**src/sram_defines.svh**
```systemverilog
// Timing constants for the asynchronous byte-wide static memory controller.
// Assumes a 100 MHz system clock (10 ns period).
`ifndef SRAM_DEFINES_SVH
`define SRAM_DEFINES_SVH

`define SMC_CLK_NS 10
// Least times and longest times both round up to whole clocks
`define SMC_T_CO_NS 100
`define SMC_T_OE_NS 50
`define SMC_T_OHZ_NS 35
`define SMC_T_WHZ_NS 35
`define SMC_T_DW_NS 40
`define SMC_T_AW_NS 80
`define SMC_T_CW_NS 80
`define SMC_T_WP_NS 60
`define SMC_T_OH_NS 10
`define SMC_RD_CYC ((`SMC_T_CO_NS + `SMC_CLK_NS - 1) / `SMC_CLK_NS + 1)
`define SMC_WP_CYC ((`SMC_T_WHZ_NS + `SMC_T_DW_NS + `SMC_CLK_NS - 1) / `SMC_CLK_NS)
`define SMC_HZ_CYC ((`SMC_T_OHZ_NS + `SMC_CLK_NS - 1) / `SMC_CLK_NS)
`define SMC_CNT_W 4
`define SMC_ADDR_W 13
`define SMC_DATA_W 8
`define SMC_CNT_ONE 4'h1
`define SMC_CNT_ZERO 4'h0

`endif
```
**src/smc_pkg.sv**
```systemverilog
// Types for the static memory controller.
// Used by smc_ctrl only.
package smc_pkg;
    typedef enum logic [2:0] {
        SMC_IDLE  = 3'b000,
        SMC_READ  = 3'b001,
        SMC_RHZ   = 3'b010,
        SMC_WRITE = 3'b011,
        SMC_WEND  = 3'b100,
        SMC_SLEEP = 3'b101
    } smc_state_t;
endpackage : smc_pkg

```
**src/smc_ctrl.sv**
```systemverilog
// Controller that drives an 8K x 8 asynchronous static memory through its pins.
// Assumes memory pins are wired directly; bus level resolved outside from enables.
`timescale 1ns/1ns
`include "sram_defines.svh"

module smc_ctrl (
    // System
    input wire logic clock,
    input wire logic reset_n,
    // User request side
    input wire logic req_valid,
    input wire logic req_write,
    input wire logic [`SMC_ADDR_W-1:0] req_address,
    input wire logic [`SMC_DATA_W-1:0] req_wdata,
    input wire logic retain_req,
    output logic req_ready,
    output logic rsp_valid,
    output logic [`SMC_DATA_W-1:0] rsp_rdata,
    // Memory pins
    output logic [`SMC_ADDR_W-1:0] word_address_lines,
    output logic select_active_low_n,
    output logic select_active_high,
    output logic write_strobe_n,
    output logic output_gate_n,
    input wire logic [`SMC_DATA_W-1:0] shared_byte_lines_in,
    output logic [`SMC_DATA_W-1:0] shared_byte_lines_out,
    output logic shared_byte_lines_oe
);

    // ------------------------------------------------------------
    // State and registers
    // ------------------------------------------------------------
    smc_pkg::smc_state_t state_reg, state_next;
    logic [`SMC_CNT_W-1:0] cnt_reg, cnt_next;
    logic [`SMC_ADDR_W-1:0] addr_reg, addr_next;
    logic [`SMC_DATA_W-1:0] wdata_reg, wdata_next;
    logic [`SMC_DATA_W-1:0] rdata_reg, rdata_next;
    logic sel_n_reg, sel_n_next;
    logic sel_h_reg, sel_h_next;
    logic we_n_reg, we_n_next;
    logic oe_n_reg, oe_n_next;
    logic drv_reg, drv_next;
    logic rsp_reg, rsp_next;
    logic rdy_reg, rdy_next;

    wire cnt_done = (cnt_reg == `SMC_CNT_ONE);
    wire [`SMC_CNT_W-1:0] cnt_dec = cnt_reg - `SMC_CNT_ONE;
    wire take_req = (state_reg == smc_pkg::SMC_IDLE) && req_valid && !retain_req;
    wire go_sleep = (state_reg == smc_pkg::SMC_IDLE) && retain_req;

    // ------------------------------------------------------------
    // Sequencer
    // ------------------------------------------------------------
    always_comb begin
        state_next = state_reg;
        cnt_next = cnt_dec;
        addr_next = addr_reg;
        wdata_next = wdata_reg;
        rdata_next = rdata_reg;
        sel_n_next = sel_n_reg;
        sel_h_next = sel_h_reg;
        we_n_next = we_n_reg;
        oe_n_next = oe_n_reg;
        drv_next = drv_reg;
        rsp_next = 1'b0;
        rdy_next = 1'b0;
        case (state_reg)
            smc_pkg::SMC_IDLE: begin
                cnt_next = `SMC_CNT_ZERO;
                sel_n_next = 1'b1;
                sel_h_next = 1'b1;
                if (take_req) begin
                    addr_next = req_address;
                    wdata_next = req_wdata;
                    sel_n_next = 1'b0;
                    if (req_write) begin
                        we_n_next = 1'b0;
                        oe_n_next = 1'b1;
                        drv_next = 1'b1;
                        cnt_next = `SMC_CNT_W'(`SMC_WP_CYC);
                        state_next = smc_pkg::SMC_WRITE;
                    end else begin
                        oe_n_next = 1'b0;
                        cnt_next = `SMC_CNT_W'(`SMC_RD_CYC);
                        state_next = smc_pkg::SMC_READ;
                    end
                end else if (go_sleep) begin
                    sel_h_next = 1'b0;
                    state_next = smc_pkg::SMC_SLEEP;
                end else begin
                    rdy_next = 1'b1;
                end
            end
            smc_pkg::SMC_READ: begin
                if (cnt_done) begin
                    rdata_next = shared_byte_lines_in;
                    rsp_next = 1'b1;
                    oe_n_next = 1'b1;
                    sel_n_next = 1'b1;
                    cnt_next = `SMC_CNT_W'(`SMC_HZ_CYC);
                    state_next = smc_pkg::SMC_RHZ;
                end
            end
            smc_pkg::SMC_RHZ: begin
                if (cnt_done) begin
                    rdy_next = 1'b1;
                    state_next = smc_pkg::SMC_IDLE;
                end
            end
            smc_pkg::SMC_WRITE: begin
                if (cnt_done) begin
                    we_n_next = 1'b1;
                    sel_n_next = 1'b1;
                    state_next = smc_pkg::SMC_WEND;
                end
            end
            smc_pkg::SMC_WEND: begin
                drv_next = 1'b0;
                rdy_next = 1'b1;
                state_next = smc_pkg::SMC_IDLE;
            end
            smc_pkg::SMC_SLEEP: begin
                if (!retain_req) begin
                    sel_h_next = 1'b1;
                    rdy_next = 1'b1;
                    state_next = smc_pkg::SMC_IDLE;
                end
            end
            default: begin
                state_next = smc_pkg::SMC_IDLE;
            end
        endcase
    end

    always_ff @(posedge clock or negedge reset_n) begin
        if (!reset_n) begin
            state_reg <= smc_pkg::SMC_IDLE;
            cnt_reg <= `SMC_CNT_ZERO;
            addr_reg <= '0;
            wdata_reg <= '0;
            rdata_reg <= '0;
            sel_n_reg <= 1'b1;
            sel_h_reg <= 1'b1;
            we_n_reg <= 1'b1;
            oe_n_reg <= 1'b1;
            drv_reg <= 1'b0;
            rsp_reg <= 1'b0;
            rdy_reg <= 1'b0;
        end else begin
            state_reg <= state_next;
            cnt_reg <= cnt_next;
            addr_reg <= addr_next;
            wdata_reg <= wdata_next;
            rdata_reg <= rdata_next;
            sel_n_reg <= sel_n_next;
            sel_h_reg <= sel_h_next;
            we_n_reg <= we_n_next;
            oe_n_reg <= oe_n_next;
            drv_reg <= drv_next;
            rsp_reg <= rsp_next;
            rdy_reg <= rdy_next;
        end
    end

    // ------------------------------------------------------------
    // Outputs
    // ------------------------------------------------------------
    // Every output comes straight from a register
    assign word_address_lines = addr_reg;
    assign select_active_low_n = sel_n_reg;
    assign select_active_high = sel_h_reg;
    assign write_strobe_n = we_n_reg;
    assign output_gate_n = oe_n_reg;
    assign shared_byte_lines_out = wdata_reg;
    assign shared_byte_lines_oe = drv_reg;
    assign rsp_valid = rsp_reg;
    assign rsp_rdata = rdata_reg;
    assign req_ready = rdy_reg;

    // ------------------------------------------------------------
    // Checks
    // ------------------------------------------------------------
    // Address held in write
    a_addr_stable_write: assert property (@(posedge clock) disable iff (!reset_n)
        (!we_n_reg && !sel_n_reg) |=> $stable(word_address_lines) || we_n_reg)
        else $error("address moved during write");
    a_no_contention: assert property (@(posedge clock) disable iff (!reset_n)
        !(shared_byte_lines_oe && !output_gate_n))
        else $error("controller drives while memory gate low");
    a_strobe_width: assert property (@(posedge clock) disable iff (!reset_n)
        $fell(write_strobe_n) |-> !write_strobe_n [*8])
        else $error("write strobe too short");
    a_data_stable: assert property (@(posedge clock) disable iff (!reset_n)
        !write_strobe_n |-> shared_byte_lines_oe
            && ($fell(write_strobe_n) || $stable(shared_byte_lines_out)))
        else $error("write data not stable");
    a_select_write: assert property (@(posedge clock) disable iff (!reset_n)
        !write_strobe_n |-> !select_active_low_n && select_active_high)
        else $error("write without selects");
    a_read_timing: assert property (@(posedge clock) disable iff (!reset_n)
        $fell(output_gate_n) |-> !output_gate_n [*8] ##1 !output_gate_n [*3] ##1 rsp_valid)
        else $error("read sampled too early or late");
    a_turnoff_gap: assert property (@(posedge clock) disable iff (!reset_n)
        $rose(output_gate_n) |-> !shared_byte_lines_oe [*4])
        else $error("drive during turn-off");
    a_retain_sel: assert property (@(posedge clock) disable iff (!reset_n)
        !select_active_high |-> select_active_low_n && write_strobe_n)
        else $error("access while retention");
    c_read: cover property (@(posedge clock) disable iff (!reset_n) rsp_valid);
    c_write: cover property (@(posedge clock) disable iff (!reset_n) $rose(write_strobe_n));
    c_sleep: cover property (@(posedge clock) disable iff (!reset_n) $fell(select_active_high));

endmodule : smc_ctrl

```
**config.mk**
```make
export PLATFORM = sky130hd
export DESIGN_NAME = smc_ctrl
export DESIGN_NICKNAME = d
export VERILOG_FILES = /design/src/smc_pkg.sv /design/src/smc_ctrl.sv
export VERILOG_INCLUDE_DIRS = /design/src
export SDC_FILE = /design/constraint.sdc
export NUM_CORES = 1
export LEC_CHECK = 0
export BUFFER_PORTS_ARGS = -buffer_cell sky130_fd_sc_hd__buf_4
export CORE_ASPECT_RATIO = 0.5
export CORE_MARGIN = 10
export CORE_UTILIZATION = 35
export DETAILED_ROUTE_END_ITERATION = 8
export PLACE_DENSITY = 0.71
export SLEW_MARGIN = 20
export SYNTH_ARGS = -nofsm -noshare
export SYNTH_HDL_FRONTEND = slang
export SYNTH_SLANG_ARGS = --single-unit
export TNS_END_PERCENT = 50
```
**constraint.sdc**
```tcl
create_clock -name clock -period 2.7 [get_ports clock]
set_input_delay 0.54 -clock clock [delete_from_list [all_inputs] [get_ports clock]]
set_output_delay 0.54 -clock clock [all_outputs]
set_load 0.05 [all_outputs]
```
# [After elaboration in Yosys (flattened, before gate mapping)]
# Cells that the tools add are included.
[op_classes] div_mod_pow=0 shift=0 bitwise=0 multipliers=0 n_reduce_logical=19 n_lt_le_gt_ge=0 mux=33 addsub=1 eq_ne=14
[op_table] operator="3-bit two-way mux" n=6
[op_table] operator="1-bit two-way mux" n=15
[op_table] operator="3-bit case mux with 5 select lines" n=1
[op_table] operator="2-bit inequality test, second input constant" n=6
[op_table] operator="1-bit case mux with 2 select lines" n=5
[op_table] operator="2-bit nonzero test" n=5
[op_table] operator="4-bit two-way mux" n=2
[op_table] operator="4-bit case mux with 2 select lines" n=1
[op_table] operator="2-bit AND reduction" n=4
[op_table] operator="3-bit by 2-bit == test with 1-bit output, second input constant" n=2
[op_table] operator="3-bit == test, second input constant" n=2
[op_table] operator="3-bit AND reduction" n=2
[op_table] operator="5-bit AND reduction" n=1
[op_table] operator="4-bit by 1-bit == test with 1-bit output, second input constant" n=1
[op_table] operator="2-bit two-way mux" n=2
[op_table] operator="1-bit case mux with 4 select lines" n=1
[op_table] operator="4-bit AND reduction" n=1
[op_table] operator="4-bit by 1-bit subtractor with 4-bit output, second input constant" n=1
[op_table] operator="3-bit by 1-bit == test with 1-bit output, second input constant" n=1
[op_table] operator="1-bit logical AND" n=3
[op_table] operator="3-bit logical NOT" n=1
[op_table] operator="3-bit inequality test, second input constant" n=1
[op_table] operator="2-bit by 1-bit inequality test with 1-bit output, second input constant" n=1
[op_table] operator="2-bit OR reduction" n=1
[op_table] operator="1-bit logical NOT" n=1
[totals] register_bits=43 out_inout_bits=36 wordCells=79 input_bits=34 ramBits=0 mem_count=0 latch_bits=0 rom_bits=0

# [Logic depth before layout (Yosys ltp)]
[logic_depth] word_depth=5 depth_mapped=5 ltp_nobuf=5

# [Worst setup path after synthesis]
# OpenSTA, ideal clock, no wires.
[synth_path] path_kind="register to register" startpoint="register cnt_reg[1]" endpoint="register rdata_reg[0], in the netlist rsp_rdata[0]" path_buffers=0 period_less_slack_ns=1.473 required_time_ns=2.575 stages_incl_launch_ff=6 path_slack_ns=1.227 arrival_ns=1.348 setup_ns=0.125 cell_sequence="dfrtp_1 -> inv_1 -> ha_1 -> nor3b_4 -> nand3_4 -> mux2_2"
[synth_via] elab_chain_len=2
[synth_lines] element="start, declared" line_no="smc_ctrl.sv:34" source="logic [`SMC_CNT_W-1:0] cnt_reg, cnt_next;"
[synth_lines] element="start signal, assigned" line_no="smc_ctrl.sv:138" source="cnt_reg <= `SMC_CNT_ZERO;"
[synth_lines] element="start signal, assigned" line_no="smc_ctrl.sv:151" source="cnt_reg <= cnt_next;"
[synth_lines] element="4-bit by 1-bit == test with 1-bit output (no line)"
[synth_lines] element="2-bit AND reduction (no line)"
[synth_lines] element="end signal, assigned" line_no="smc_ctrl.sv:154" source="rdata_reg <= rdata_next;"
[synth_lines] element="end, declared" line_no="smc_ctrl.sv:37" source="logic [`SMC_DATA_W-1:0] rdata_reg, rdata_next;"
# Every way passes these cells.
# A chain may end at the register's enable or synchronous reset.

# [Worst setup path in the final report]
[layout_path] startpoint="register cnt_reg[1]" endpoint="register rdata_reg[3], in the netlist rsp_rdata[3]"
# Same word-level chain as after synthesis.

==> flow_metrics.py <==
metrics = {
    "outcome": {
        "outcome": "completed",
    },
    "clock_network": {
        "clk_latency_ns": 0.29,
        "numCtsBuffers": 5,
        "cts.sinks": 43,
        "cts_buffer_depth": 2,
        "cts-root-buf": "clkbuf_8",
        "h-tree-depth": 2,
        "cts_setup_buffers": 0,
        "hold_buffers": 0,
        "ctsResizeCount": 0,
        "clk_pin_slew_ns": 0.08,
        "cts_tree": "yes",
    },
    "synthesis": {
        "synth_ff_type": "dfrtp_1",
        "synth-edff-count": 0,
        "syn_area_per_cell_um2": 13.7,
        "synth_cell_types": 36,
        "syn_inst": 133,
        "seq_area_frac_synth_pct": 59.1,
        "syn_nets": 169,
        "ys_warn_count": 0,
        "ys_ff_latch": 43,
        "synth_area_um2": 1830,
        "postSynth.asyncResetShare_pct": 100,
    },
    "drt": {
        "drtAntennaViolNets": 0,
        "viasPerCell": 4.64,
        "first_iter_violations": 42,
        "wl_per_cell_um": 15.3,
        "drc": 0,
        "routed_wl_mm": 4.22,
        "first_pass_iters": 4,
        "vias": 1275,
    },
    "timing": {
        "relSlewSlack_pct": 64.7,
        "max_clock_freq_mhz": 579,
        "setup_tns_ns": 0,
        "finalCritPeriodShare_pct": 64.0,
        "setup_slack_ns": 0.972,
        "fin_worst_skew_ns": 0.00314,
        "rsz0062_at_grt": "false",
        "worst_pin_slew_ns": 0.529,
        "final-setup-viol-count": 0,
        "slew_viol_final": 0,
        "fin_crit_ns": 1.73,
        "finalHoldViolations": 0,
    },
    "floorplan": {
        "dieArea_um2": 8690,
        "start_util_pct": 36.7,
        "rows": 18,
        "die_w_um": 122,
        "core_region_area_um2": 4980,
        "die_y_um": 71.1,
        "ios": 70,
    },
    "final_layout": {
        "fin_nets": 240,
        "drive_above_1_share_pct": 57.1,
        "design_area_um2": 2500,
        "final_cell_mix": "buf_4 (69), dfrtp_1 (39), mux2_2 (29)",
        "final_common_cell": "buf_4",
        "largest_register_ffs": 13,
        "antenna_cells": 0,
        "area_delta_synth_final_pct": 36.6,
    },
    "worst_setup_path": {
        "end_kind": "register",
        "crit_type": "register to register",
        "start_kind": "register",
        "arrival_ns": 1.90,
        "cp_max_fo": 9,
        "r2r_cells": 5,
        "crit_required_ns": 2.87,
    },
    "global_routing": {
        "grt_usage_pct": 10.0,
        "grt.busiest_layer": "met2",
        "grt_util_met2_pct": 19.6,
        "grt-ovfl-total": 0,
        "grt_pass1_vias": 1385,
        "antenna_found_initial": 0,
        "grt_pass1_wl_mm": 7.05,
        "grtUsageMet1_pct": 9.64,
        "grtUsageMet3_pct": 3.09,
        "grt_start_max_net_pins": 44,
    },
    "hold_path": {
        "hp-class": "input pin to async pin",
    },
    "placed_design": {
        "placed_area_um2": 2400,
        "place.gp.congestion": 0.792,
        "dpl_worst_slack_ns": 0.957,
        "port_buffers": 69,
        "place_hpwl_mm": 3.31,
    },
    "flow_run": {
        "cap_violations": 0,
    },
}
## final timing paths
path                                 from                       end  slack [ns]
setup / recovery               cnt_reg[1]              rsp_rdata[3]        0.97
hold / removal                    reset_n  shared_byte_lines_out[3]        0.23
setup reg to reg               cnt_reg[1]              rsp_rdata[3]        0.97
hold reg to reg            write_strobe_n            write_strobe_n        0.49
max in group asynchronous         reset_n        select_active_high        2.11
min in group clock         req_address[9]     word_address_lines[9]        0.48
## cell families (layout without fill, tap and decap cells)
group | after synthesis | in the layout | synth area share [%]
flip-flops | 43 | 43 | 59.1
multiplexers | 29 | 29 | 17.9
AND/OR/NAND/NOR | 28 | 28 | 10.8
AO/OA/AOI/OAI | 20 | 20 | 7.05
buffers and inverters | 9 | 81 | 2.81
adder cells (fa/ha/maj) | 2 | 2 | 1.37
XOR/XNOR | 2 | 2 | 0.958
## layer usage
layer	wire length (um)	up-vias
li1	-	613
met1	1550	637
met2	2490	23
met3	142	2
met4	35	0
met5	0	-
## Yosys cell counts (2+ instances only)
cell | number | share of area (%)
inv_1 | 4 | 0.82
nand2_1 | 3 | 0.62
mux2_2 | 29 | 18
dfrtp_1 | 39 | 53
nand3_1 | 4 | 1.1
buf_2 | 2 | 0.55
nor2_1 | 6 | 1.2
nand3b_1 | 2 | 0.82
a21oi_1 | 2 | 0.55
dfstp_2 | 4 | 5.7
a211oi_1 | 2 | 0.82
o21ai_0 | 9 | 2.5
o2bb2ai_1 | 2 | 0.96
ha_1 | 2 | 1.4
buf_6 | 2 | 1.2
## worst max-delay path, stage by stage (launching register included)
cell and delay, ns:
dfrtp_1 0.38, inv_1 0.08, ha_1 0.15, nor3b_4 0.44
nand3_4 0.22, mux2_2 0.34
## through the flow
| step | std cells | utilization, % | hold WS, ns |
|---|---|---|---|
| floorplan | 133 | - | 0.244 |
| global placement | 267 | 48.2 | 0.479 |
| detailed placement | 267 | 48.2 | 0.487 |
| CTS | 275 | 50.2 | 0.237 |
| global route | 275 | 50.2 | 0.255 |
| finish | 275 | 50.2 | 0.231 |
## layout make-up
| type | count | area, um2 |
|---|---|---|
| flip-flops and latches | 43 | 1080 |
| multi-input cells | 81 | 696 |
| repair buffers | 69 | 518 |
| clock buffers | 8 | 100 |
| well taps | 70 | 87.6 |
| inverters | 4 | 15.0 |
| fillers | 431 | 2480 |
Power is not shown: default switching activity piles up to over one toggle a cycle in this logic, so the estimate is an artifact.
